**config.mk**
```make
export PLATFORM = sky130hd
export DESIGN_NAME = usr_device_flat
export DESIGN_NICKNAME = d
export VERILOG_FILES = /design/src/shared/usr_pkg.sv /design/src/shared/usr_link_if.sv /design/src/hw/usr_device.sv /design/src/flat_wrapper.sv
export SDC_FILE = /design/constraint.sdc
export NUM_CORES = 1
export LEC_CHECK = 0
export BUFFER_PORTS_ARGS = -buffer_cell sky130_fd_sc_hd__buf_2
export CAP_MARGIN = 30
export CORE_ASPECT_RATIO = 0.75
export CORE_MARGIN = 4
export CORE_UTILIZATION = 35
export DETAILED_ROUTE_END_ITERATION = 6
export GPL_TIMING_DRIVEN = 0
export PLACE_DENSITY_LB_ADDON = 0.05
export SLEW_MARGIN = 15
export SYNTH_ARGS = -nofsm -noshare
export SYNTH_HDL_FRONTEND = slang
export SYNTH_SLANG_ARGS = --single-unit
```
**constraint.sdc**
```tcl
create_clock -name ref_clk -period 3.2 [get_ports ref_clk]
set_input_delay 0.16 -clock ref_clk [delete_from_list [all_inputs] [get_ports ref_clk]]
set_output_delay 0.16 -clock ref_clk [all_outputs]
set_load 0.005 [all_outputs]
```
**src/shared/usr_pkg.sv**
```systemverilog
// Shared constants and types for the USB suspend/resume control block
package usr_pkg;
    // Clock and timing
    localparam int CLK_MHZ = 125;
    localparam int IDLE_US = 3000;
    localparam int IDLE_CYC = IDLE_US * CLK_MHZ + 1;
    localparam int WAKE_US = 10;
    localparam int WAKE_CYC = WAKE_US * CLK_MHZ;
    localparam int RESUME_US = 20;
    localparam int RESUME_CYC = RESUME_US * CLK_MHZ;
    localparam int RESET_US = 10;
    localparam int RESET_CYC = RESET_US * CLK_MHZ;
    localparam int ACT_GAP_CYC = 1000;
    // Register offsets
    localparam logic [7:0] OFS_CTRL_STATUS = 8'h20;
    localparam logic [7:0] OFS_EP_FLAGS = 8'h21;
    localparam logic [7:0] OFS_CLOCK_CTRL = 8'h22;
    localparam logic [7:0] OFS_ADDR_WAKE = 8'h23;
    localparam logic [7:0] OFS_EP_HALT = 8'h24;
    localparam logic [7:0] OFS_ENG_STATUS = 8'h25;
    localparam logic [7:0] OFS_FIFO_MISC = 8'h26;
    localparam logic [7:0] OFS_SETUP_IO = 8'h27;
    localparam logic [7:0] OFS_EP0_PORT = 8'h28;
    localparam logic [7:0] OFS_EP1_PORT = 8'h29;
    localparam logic [7:0] OFS_EP2_PORT = 8'h2a;
    localparam logic [7:0] OFS_INT_STATUS = 8'h30;
    localparam logic [7:0] OFS_INT_MASK = 8'h31;
    // Control/status and clock control bit positions
    localparam int B_IDLE = 0;
    localparam int B_WAKE = 1;
    localparam int B_BRST = 2;
    localparam int B_RESUME = 3;
    localparam int B_REG = 4;
    localparam int B_RST2CPU = 7;
    localparam int B_CLKGATE = 3;
    localparam int B_DEEP = 4;
    localparam logic [7:0] CTRL_RESET = 8'h80;
    localparam logic [7:0] CTRL_WMASK = 8'h96;
    // Endpoints and buffer sizes
    localparam int EP_COUNT = 3;
    localparam int EP0_BYTES = 8;
    localparam int EP1_BYTES = 8;
    localparam int EP2_BYTES = 384;
    localparam int EP_IDX_W = 3;
    // Interrupt status bits
    localparam int I_BUS_IDLE_FLAG = 0;
    localparam int I_RESUME = 1;
    localparam int I_BRST = 2;
    localparam int I_W = 3;
    // Bus line state
    typedef enum logic [1:0] {LINE_IDLE, LINE_ACTIVE, LINE_RESUME, LINE_RESET} usr_line_t;
endpackage : usr_pkg

```
**src/shared/usr_link_if.sv**
```systemverilog
// Bus link between device and host ends
`timescale 1ns/1ps
`default_nettype none
interface usr_link_if;
    import usr_pkg::*;
    usr_line_t hostLine;
    logic devWake;
    modport device (input hostLine, output devWake);
    modport host (output hostLine, input devWake);
endinterface : usr_link_if
`default_nettype wire

```
**src/hw/usr_device.sv**
```systemverilog
// Device end: suspend, resume, wake-up and control/status registers
//
// Notes on behaviour
// - Idle over 3ms sets suspend, interrupt
// - Firmware clears clock gate on suspend
// - Firmware may set deep sleep bit
// - Host resume sets resume bit, interrupt
// - Firmware re-enables clock, clears deep sleep
// - Resume bit clears when suspend falls
// - Wake command sends wake pulse to host
// - Three endpoints: control, interrupt, isochronous
// - Buffers 8, 8 and 384 bytes
// - Registers at 20h to 2ah
// - Suspend bit read-only, rising edge interrupts
// - Bus reset bit set by engine, interrupts
// - Regulator enable bit, resets to zero
// - Bits 5 and 6 read zero
// - Bus reset may reset the CPU
// - Isochronous buffer port ignores firmware access
// - Clock gate bit, resets to zero
//
// Added by the designer: the plain strobed port.
`timescale 1ns/1ps
`default_nettype none
module usr_device #(
    parameter int IDLE_CYCLES = usr_pkg::IDLE_CYC,
    parameter int WAKE_CYCLES = usr_pkg::WAKE_CYC
) (
    // Clock and reset
    input wire logic ref_clk,
    input wire logic rst_n,
    // Register port
    input wire logic [7:0] regAddr,
    input wire logic [7:0] regWdata,
    input wire logic regWr,
    input wire logic regRd,
    output logic [7:0] regRdata,
    // System outputs
    output logic usbIrq,
    output logic regulatorOutEn,
    output logic cpuResetReq,
    output logic linkClockGate,
    output logic deepSleepBit,
    // Bus link
    usr_link_if.device link
);
    import usr_pkg::*;

    // Elaboration check: the counters need at least these counts
    if (IDLE_CYCLES < 2 || WAKE_CYCLES < 1) begin : g_bad_counts
        $error("usr_device: counts too small");
    end

    logic [7:0] ctrl_q;
    logic [7:0] clkCtrl_q;
    logic [7:0] epFlags_q, addrWake_q, halt_q, engStat_q, misc_q, setupIo_q;
    logic [7:0] ep0Buf_q [EP0_BYTES];
    logic [7:0] ep1Buf_q [EP1_BYTES];
    logic [EP_IDX_W-1:0] ep0Ptr_q, ep1Ptr_q;
    logic [I_W-1:0] intStat_q, intMask_q;
    logic [31:0] idleCnt_q, wakeCnt_q;
    logic suspended_q, waking_q, inReset_q;

    wire busActive = link.hostLine != LINE_IDLE;
    wire wr = regWr;
    wire wrCtrl = wr && regAddr == OFS_CTRL_STATUS;
    wire suspendRise = !suspended_q && !busActive && idleCnt_q == 32'(IDLE_CYCLES - 1);
    wire resumeSeen = suspended_q && link.hostLine == LINE_RESUME;
    wire resetRise = !inReset_q && link.hostLine == LINE_RESET;

    // Idle counter, running only while the line is idle
    always_ff @(posedge ref_clk or negedge rst_n) begin
        if (!rst_n) begin
            idleCnt_q <= 32'h0;
        end else if (busActive || suspended_q) begin
            idleCnt_q <= 32'h0;
        end else begin
            idleCnt_q <= idleCnt_q + 32'h1;
        end
    end

    // Suspend state: entered on long idle, left when the line goes active or into reset, held through resume
    always_ff @(posedge ref_clk or negedge rst_n) begin
        if (!rst_n) begin
            suspended_q <= 1'b0;
        end else if (suspendRise) begin
            suspended_q <= 1'b1;
        end else if (suspended_q && (link.hostLine == LINE_RESET)) begin
            suspended_q <= 1'b0;
        end else if (suspended_q && busActive && link.hostLine != LINE_RESUME) begin
            suspended_q <= 1'b0;
        end
    end

    // Bus reset tracking
    always_ff @(posedge ref_clk or negedge rst_n) begin
        if (!rst_n) begin
            inReset_q <= 1'b0;
        end else begin
            inReset_q <= link.hostLine == LINE_RESET;
        end
    end

    // Control/status register; engine bits follow line state
    always_ff @(posedge ref_clk or negedge rst_n) begin
        if (!rst_n) begin
            ctrl_q <= CTRL_RESET;
        end else begin
            if (wrCtrl) begin
                ctrl_q[B_REG] <= regWdata[B_REG];
                ctrl_q[B_RST2CPU] <= regWdata[B_RST2CPU];
                ctrl_q[B_BRST] <= regWdata[B_BRST];
                // Wake only accepted while suspended and not already signalling
                ctrl_q[B_WAKE] <= regWdata[B_WAKE] && suspended_q && !waking_q;
            end else if (waking_q && wakeCnt_q == 32'h0) begin
                ctrl_q[B_WAKE] <= 1'b0;
            end
            if (resetRise) begin
                ctrl_q[B_BRST] <= 1'b1;
            end else if (link.hostLine != LINE_RESET && inReset_q) begin
                ctrl_q[B_BRST] <= 1'b0;
            end
            ctrl_q[B_IDLE] <= suspended_q || suspendRise;
            if (resumeSeen) begin
                ctrl_q[B_RESUME] <= 1'b1;
            end else if (!suspended_q) begin
                ctrl_q[B_RESUME] <= 1'b0;
            end
            ctrl_q[6:5] <= 2'h0;
        end
    end

    // Wake pulse timer toward host
    always_ff @(posedge ref_clk or negedge rst_n) begin
        if (!rst_n) begin
            waking_q <= 1'b0;
            wakeCnt_q <= 32'h0;
        end else if (wrCtrl && regWdata[B_WAKE] && suspended_q && !waking_q) begin
            waking_q <= 1'b1;
            wakeCnt_q <= 32'(WAKE_CYCLES - 1);
        end else if (waking_q && wakeCnt_q == 32'h0) begin
            waking_q <= 1'b0;
        end else if (waking_q) begin
            wakeCnt_q <= wakeCnt_q - 32'h1;
        end
    end

    // Clock control register: gate and deep sleep, firmware driven
    always_ff @(posedge ref_clk or negedge rst_n) begin
        if (!rst_n) begin
            clkCtrl_q <= 8'h00;
        end else if (wr && regAddr == OFS_CLOCK_CTRL) begin
            clkCtrl_q <= regWdata & 8'h7f;
        end
    end

    // Plain storage registers outside this block's behaviour
    always_ff @(posedge ref_clk or negedge rst_n) begin
        if (!rst_n) begin
            epFlags_q <= 8'h00;
            addrWake_q <= 8'h00;
            halt_q <= 8'h00;
            engStat_q <= 8'h00;
            misc_q <= 8'h00;
            setupIo_q <= 8'h00;
        end else if (wr) begin
            unique case (regAddr)
                OFS_EP_FLAGS: epFlags_q <= regWdata & 8'h07;
                OFS_ADDR_WAKE: addrWake_q <= regWdata;
                OFS_EP_HALT: halt_q <= regWdata & 8'h07;
                OFS_ENG_STATUS: engStat_q <= regWdata;
                OFS_FIFO_MISC: misc_q <= regWdata;
                OFS_SETUP_IO: setupIo_q <= regWdata;
                default: ;
            endcase
        end
    end

    // Endpoint 0 and 1 buffers behind a rolling port; endpoint 2 is hardware only
    always_ff @(posedge ref_clk or negedge rst_n) begin
        if (!rst_n) begin
            ep0Ptr_q <= '0;
            ep1Ptr_q <= '0;
        end else begin
            if ((wr || regRd) && regAddr == OFS_EP0_PORT) begin
                ep0Ptr_q <= ep0Ptr_q + 3'h1;
            end
            if ((wr || regRd) && regAddr == OFS_EP1_PORT) begin
                ep1Ptr_q <= ep1Ptr_q + 3'h1;
            end
        end
    end

    always_ff @(posedge ref_clk) begin
        if (wr && regAddr == OFS_EP0_PORT) begin
            ep0Buf_q[ep0Ptr_q] <= regWdata;
        end
        if (wr && regAddr == OFS_EP1_PORT) begin
            ep1Buf_q[ep1Ptr_q] <= regWdata;
        end
    end

    // Sticky interrupt status, write one to clear, set wins
    always_ff @(posedge ref_clk or negedge rst_n) begin
        if (!rst_n) begin
            intStat_q <= '0;
            intMask_q <= '0;
        end else begin
            if (wr && regAddr == OFS_INT_MASK) begin
                intMask_q <= regWdata[I_W-1:0];
            end
            intStat_q <= (intStat_q & ~((wr && regAddr == OFS_INT_STATUS) ?
                          regWdata[I_W-1:0] : 3'h0))
                       | {resetRise, resumeSeen && !ctrl_q[B_RESUME], suspendRise};
        end
    end

    // Read port, data one cycle after the strobe
    always_ff @(posedge ref_clk or negedge rst_n) begin
        if (!rst_n) begin
            regRdata <= 8'h00;
        end else if (regRd) begin
            unique case (regAddr)
                OFS_CTRL_STATUS: regRdata <= ctrl_q & 8'h9f;
                OFS_EP_FLAGS: regRdata <= epFlags_q;
                OFS_CLOCK_CTRL: regRdata <= clkCtrl_q;
                OFS_ADDR_WAKE: regRdata <= addrWake_q;
                OFS_EP_HALT: regRdata <= halt_q;
                OFS_ENG_STATUS: regRdata <= engStat_q;
                OFS_FIFO_MISC: regRdata <= misc_q;
                OFS_SETUP_IO: regRdata <= setupIo_q;
                OFS_EP0_PORT: regRdata <= ep0Buf_q[ep0Ptr_q];
                OFS_EP1_PORT: regRdata <= ep1Buf_q[ep1Ptr_q];
                OFS_INT_STATUS: regRdata <= {5'h0, intStat_q};
                OFS_INT_MASK: regRdata <= {5'h0, intMask_q};
                default: regRdata <= 8'h00;
            endcase
        end else begin
            regRdata <= 8'h00;
        end
    end

    // Registered system outputs
    always_ff @(posedge ref_clk or negedge rst_n) begin
        if (!rst_n) begin
            usbIrq <= 1'b0;
            regulatorOutEn <= 1'b0;
            cpuResetReq <= 1'b0;
            linkClockGate <= 1'b0;
            deepSleepBit <= 1'b0;
            link.devWake <= 1'b0;
        end else begin
            usbIrq <= |(intStat_q & intMask_q);
            regulatorOutEn <= ctrl_q[B_REG];
            cpuResetReq <= ctrl_q[B_RST2CPU] && link.hostLine == LINE_RESET;
            linkClockGate <= clkCtrl_q[B_CLKGATE];
            deepSleepBit <= clkCtrl_q[B_DEEP];
            link.devWake <= waking_q;
        end
    end
endmodule : usr_device
`default_nettype wire

```
**src/flat_wrapper.sv**
```systemverilog
// flat-port wrapper written by rule: the top's interface ports become plain ports
module usr_device_flat import usr_pkg::*;
#(
    parameter int IDLE_CYCLES = usr_pkg::IDLE_CYC,
    parameter int WAKE_CYCLES = usr_pkg::WAKE_CYC
)
  (ref_clk, rst_n, regAddr, regWdata, regWr, regRd, regRdata, usbIrq, regulatorOutEn, cpuResetReq, linkClockGate, deepSleepBit, link_hostLine, link_devWake);
  usr_link_if link_i ();
  input wire logic ref_clk;
  input wire logic rst_n;
  input wire logic [7:0] regAddr;
  input wire logic [7:0] regWdata;
  input wire logic regWr;
  input wire logic regRd;
  output logic [7:0] regRdata;
  output logic usbIrq;
  output logic regulatorOutEn;
  output logic cpuResetReq;
  output logic linkClockGate;
  output logic deepSleepBit;
  input wire logic [$bits(link_i.hostLine)-1:0] link_hostLine;
  output wire logic [$bits(link_i.devWake)-1:0] link_devWake;
  assign link_i.hostLine = link_hostLine;
  assign link_devWake = link_i.devWake;
  usr_device #(.IDLE_CYCLES(IDLE_CYCLES), .WAKE_CYCLES(WAKE_CYCLES)) u_core (.ref_clk(ref_clk), .rst_n(rst_n), .regAddr(regAddr), .regWdata(regWdata), .regWr(regWr), .regRd(regRd), .regRdata(regRdata), .usbIrq(usbIrq), .regulatorOutEn(regulatorOutEn), .cpuResetReq(cpuResetReq), .linkClockGate(linkClockGate), .deepSleepBit(deepSleepBit), .link(link_i));
endmodule
```
* Word level (Yosys, flattened, before mapping)
Memory sizes are Yosys's and may differ from the RTL's.
Cells that the tools add are included.
W data, S select, Z words.
** Storage, ports and cells
- Register bits :: 144
- Bits in writable memories :: 128
- Input port bits :: 22
- Output and inout bits :: 14
- Word-level logic and storage cells :: 126
- Memories kept :: 2
** Memory list
- u_core.ep0Buf_q :: words 8, width 8, read ports 1, clocked after memory_dff 0, wr ports 1, line usr_device.sv:57 : logic [7:0] ep0Buf_q [EP0_BYTES];
- u_core.ep1Buf_q :: words 8, width 8, read ports 1, clocked after memory_dff 0, wr ports 1, line usr_device.sv:58 : logic [7:0] ep1Buf_q [EP1_BYTES];
** Operators by class
- $add $sub $neg :: 4
- Equality and inequality tests :: 19
- Multiplexer cells :: 22
- Bitwise logic cells :: 4
- Reductions and logical operators :: 47
** Operators by type and width (count)
- $mux W32 :: 4
- $eq A8 B6 Y1 const B :: 12
- $pmux W8 S12 :: 1
- $add A32 B1 Y32 const B :: 1
- $eq A32 B19 Y1 const B :: 1
- $logic_not A32 Y1 :: 1
- $sub A32 B1 Y32 const B :: 1
- $logic_and A1 B1 Y1 :: 24
- $mux W1 :: 15
- $reduce_and A2 Y1 :: 7
- $mux W8 :: 1
- $ne A2 B2 Y1 const B :: 4
- $reduce_bool A2 Y1 :: 4
- $add A3 B1 Y3 const B :: 2
- $and A3 B3 Y3 :: 2
- $reduce_bool A3 Y1 :: 2
- $logic_not A1 Y1 :: 5
- $eq A2 B2 Y1 const B :: 2
- $logic_or A1 B1 Y1 :: 3
- $mux W3 :: 1
- $not A3 Y3 :: 1
- $or A3 B3 Y3 :: 1
- $reduce_or A3 Y1 :: 1

* Depth between registers and ports, before layout
- Depth after elaboration :: 7
- Depth in mapped cells :: 9

* Least setup slack after synthesis
No wires, ideal clock.
- Path type :: reg-to-reg
- From :: register u_core.ep0Ptr_q[1]
- To :: memory u_core.ep0Buf_q[2][0] (enable)
- Setup time :: 0.395 ns
- Data arrival time :: 2.285 ns
- Path slack :: 0.520 ns
- Stages on the path, launching flop included :: 6
- Buffers on the path :: 3
- Clock period less this slack :: 2.680 ns
- Cells stage by stage :: dfrtp_1 clkbuf_1 clkbuf_1 clkbuf_1 nand2_1 nor4_1
** RTL lines
- start: declaration :: line usr_device.sv:59 : logic [EP_IDX_W-1:0] ep0Ptr_q, ep1Ptr_q;
- start signal: assignment :: line usr_device.sv:186 : ep0Ptr_q <= ep0Ptr_q + 3'h1;
- end: declaration :: line usr_device.sv:57
No word-level cell before the write port.

* Worst setup path after layout
- From :: register u_core.wakeCnt_q[16]
- To :: register u_core.wakeCnt_q[13]
** Between the ends
- Cells in the longest elaborated chain, start to end :: 4
** Ends and longest elaborated chain
- start: declaration :: line usr_device.sv:61 : logic [31:0] idleCnt_q, wakeCnt_q;
- start signal: assignment :: line usr_device.sv:140 : wakeCnt_q <= 32'(WAKE_CYCLES - 1);
- start signal: assignment :: line usr_device.sv:144 : wakeCnt_q <= wakeCnt_q - 32'h1;
- $logic_not A32 Y1 :: line usr_device.sv:141 : end else if (waking_q && wakeCnt_q == 32'h0) begin
- $logic_and A1 B1 Y1 :: line usr_device.sv:141
- $ne A2 B2 Y1 (no source line)
- $reduce_and A2 Y1 (no source line)
Every way passes these cells.
A chain may end at the register's enable or synchronous reset.

==> impl_results.md <==
* Multi-input logic area at 4520 sq um
* Area added between synthesis and finish at 16.4%
* Critical Path RT at 3.65 ns
* Num CTS Buffers at 29
* RSZ-0062 raised after global routing: no
* Antenna violations before repair at 0
* Layout fillers at 3259
* Synthesized area at 12100 sq um
* Largest area contributor in the netlist: edfxtp_1
* Proportion of power drawn by flip-flops and latches at 0.493
* Most congested layer reported by global routing: met1
* Result of the run: complete, no violations
* Via count at 8051
* Global-route usage over all layers at 0.171
* Worst setup path class: register to register
* Max transition margin at 0.445
* Combined flip-flop and latch cell area at 7450 sq um
* Final period util at 0.940
* Routed wire per std cell at 21.5 microns
* Most repeated library cell on the critical path: buf_2
* Number of nets in the layout at 1057
* Endpoints failing hold at 0
* Critical Path Source Type: register
* Clock slew seen by the registers of the worst setup and hold paths at 0.07 ns
* Leak pwr at 5.28 nW
* DRC violations left at 0
* Horizontal extent of the die at 223 microns
* Avg Inst Size Synth at 12.8 sq um
* Final worst slack at 0.191 ns
* Count of unique library cells instantiated by Yosys at 64
* Internal power at 5.90 mW
* Placer congestion estimate at 0.796
* 1st-pass router iterations at 5
* Clock latency of the later-clocked register in the worst-skew pair at 0.56 ns
* Overall power after layout at 7.57 mW
* Total nets after synthesis at 975
* Top-area cell type share of the netlist area at 0.317
* Pin count of the biggest net entering global routing at 76
* Global routing usage on met2 at 0.249
* Met3 layer usage reported by global route at 0.0258
* Fmax at 0.332 GHz
* Clock share of power at 0.462
* Switch Pwr at 1.67 mW
* Critical path, cell by cell: or4_4 > or4b_1 > buf_2 > o41ai_4 > clkbuf_4 > buf_2 > o211ai_1 > o31ai_1
* Path category of the worst min-delay check: primary input to register
* Met1 track demand over resource in global routing at 0.273
* Clock tree root driver cell: clkbuf_16
* Least-Margin Pin Slew at 0.828 ns
* Post-DRT Antenna Nets at 0
* Commonest non-fill, non-tap cells in the layout: 143 x dfrtp_1, 128 x edfxtp_1, 70 x nand2_1
* Vias in the first global route at 8065
* Peak per-stage delay on the critical path at 0.56 ns
* Core outline area at 33800 sq um
* Combinational share of power at 0.045
* Endpoint arrival time on the critical path at 3.46 ns
* Min Tclk post-route at 3.01 ns
* Cell area power density at 537 nW/um^2
* Proportion of synthesized flip-flops having asynchronous set or reset at 0.529
* Half-perimeter wire length after detailed placement at 21900 microns
* Critical-path cell with the highest stage delay: or4_4
* Final antenna diode count at 0
* Synth warnings at 0
* Vias/cell at 5.37
* Clock tree from TritonCTS: built
* Clk buf depth at 3
* Top FF cell, synth: dfrtp_1
* Proportion of total power due to net switching at 0.220
* Die extent in y at 169 microns
* Drt initial violations at 631
* Overall die area at 37700 sq um
* Share of post-route cells with drive strength above 1 at 0.194
* Portion of the post-synthesis area used by sequential elements at 0.614
* Number of maximum-capacitance constraint violations at 0
* Cell row count at 58
* Global-route congestion overflow total at 0
* Type of destination of the critical path: register
* Gate count after technology mapping at 946
* Global-route wire length before repair at 50100 microns
* Count of pins on the block boundary at 36
* Leading cell type in the layout, fill and taps excluded: dfrtp_1
* Largest cells by area after synthesis: edfxtp_1 32%, dfrtp_1 30%, mux2_2 5.6%, mux2i_1 4.0%, mux4_2 2.8%
* Number of sinks on the clock net at 272
* Worst setup slack after placement at -0.174 ns
* Setup Skew at 0.0177 ns
* IR Drop Worst-Case VDD at 312 uV
* Number of enable flip-flop cells after synthesis at 128
* Final number of max-transition violations at 0
* Aggregate routed wire length at 32200 microns
* Worst-path maximum fanout at 10
* Initial core utilization at 0.358
* Count of H-tree levels built during CTS at 1
* Number of port buffers at 32
* Number of synthesized register bits at 272
* Final setup viols at 0
[what timing repair did]
action,in CTS,in global routing
setup buffers,0,0
setup endpoints to repair,14,40
pin swaps,0,0
cloned,0,0
resized for setup,1,5
endpoints found under the hold margin,78,0
hold buffers,5,0
[power groups by stage]
stage	Combinational (mW)	Clock [mW]	Sequential [mW]
floorplan	0.169	0	3.79
global placement	0.334	0	3.80
detailed placement	0.343	0	3.80
CTS	0.348	3.61	3.73
global route	0.381	3.75	3.73
finish	0.344	3.49	3.73
[layout make-up]
type	count	area share
flip-flops and latches	272	0.528
multi-input cells	608	0.320
clock buffers	36	0.0540
well taps	450	0.0399
repair buffers	52	0.0247
clock inverters	17	0.0149
plain buffers	47	0.0134
inverters	18	0.00479
[synth_stat cells, types with 4 or more instances]
cell and n:
o21ai_0 30, inv_1 18, nor4_1 18, clkbuf_1 36, edfxtp_1 128, a31oi_1 11
or3_1 15, or2_2 5, nor2b_1 6, nor4b_1 4, o311ai_0 6, and3_1 13
nand2b_1 10, mux4_2 15, a21o_1 6, xnor2_1 10, xor2_1 11, nand4_1 11
mux2i_1 48, dfrtp_1 143, nor3_1 30, a22oi_1 6, o41ai_1 4, nor3b_1 8
and2_1 6, nand3_1 31, a21oi_1 26, o22ai_1 7, ha_1 7, nor2_1 49
or4_1 15, o211ai_1 8, nand3b_1 10, mux2_2 60, nand2_1 70, a31o_2 5
o31ai_1 11, buf_2 6, buf_1 6
[worst paths after layout]
| kind | from | endpoint | slack, ns | depth (start not counted) |
|---|---|---|---|---|
| worst max-delay path | u_core.wakeCnt_q[16]$_DFFE_PN0P_ | u_core.wakeCnt_q[13]$_DFFE_PN0P_ | 0.19 | 8 |
| worst min-delay path | regWdata[2] | u_core.ep0Buf_q[5][2]$_DFFE_PP_ | 0.05 | 1 |
| max in group asynchronous | rst_n | u_core.idleCnt_q[19]$_DFF_PN0_ | 2.22 | 3 |
| min in group asynchronous | rst_n | u_core.regRdata[0]$_DFF_PN0_ | 0.18 | 2 |
| worst max register to register | u_core.wakeCnt_q[16]$_DFFE_PN0P_ | u_core.wakeCnt_q[13]$_DFFE_PN0P_ | 0.19 | 8 |
| worst min register to register | u_core.clkCtrl_q[3]$_DFFE_PN0P_ | u_core.linkClockGate$_DFF_PN0_ | 0.41 | 0 |
[sequential cells by signal, summed over array words and instances (netlist names), 3 cells and up]
signal,count
u_core.ep0Ptr_q,3
u_core.intMask_q,3
u_core.ctrl_q,6
u_core.halt_q,3
u_core.ep1Buf_q,64
u_core.misc_q,8
u_core.ep1Ptr_q,3
u_core.addrWake_q,8
u_core.clkCtrl_q,7
u_core.setupIo_q,8
u_core.regRdata,8
u_core.epFlags_q,3
u_core.wakeCnt_q,32
u_core.ep0Buf_q,64
u_core.idleCnt_q,32
u_core.engStat_q,8
u_core.intStat_q,3
[stage by stage]
| step | hold slack [ns] | area [sq um] | util | setup TNS (ns) | instances |
|---|---|---|---|---|---|
| 3_3_place_gp | 0.390 | 12800 | 0.380 | -137.46 | 1428 |
| 5_1_grt | 0.0344 | 14100 | 0.417 | 0 | 1500 |
| 3_5_place_dp | 0.171 | 13000 | 0.386 | -4.73 | 1440 |
| 4_1_cts | 0.0236 | 14100 | 0.416 | 0 | 1498 |
| 6_report | 0.0501 | 14100 | 0.417 | 0 | 1500 |
| 2_1_floorplan | -0.136 | 12100 | - | 0 | 946 |
[worst max-delay path, delay by kind of cell (launching register included)]
kind	cells	cell delay (ns)
and+or+nand+nor	2	1.09
buffers and inverters	3	0.77
AOI/OAI and AO/OA	3	0.67
DFF	1	0.40
[kinds of logic after synthesis]
family,after synthesis,synth area share
adders and majority gates,7,0.00722
xor gates and xnor gates,21,0.0152
AOI/OAI and AO/OA,144,0.0808
DFF,272,0.614
muxes,123,0.123
buffers and inverters,66,0.0211
and+or+nand+nor,313,0.138
[per-layer routing]
metal  wire, microns  up-vias
met5               0        -
met4             406        0
met3            1230       35
met2           13600      147
met1           17000     4108
li1                -     3761
(Power assumes the default switching activity.)
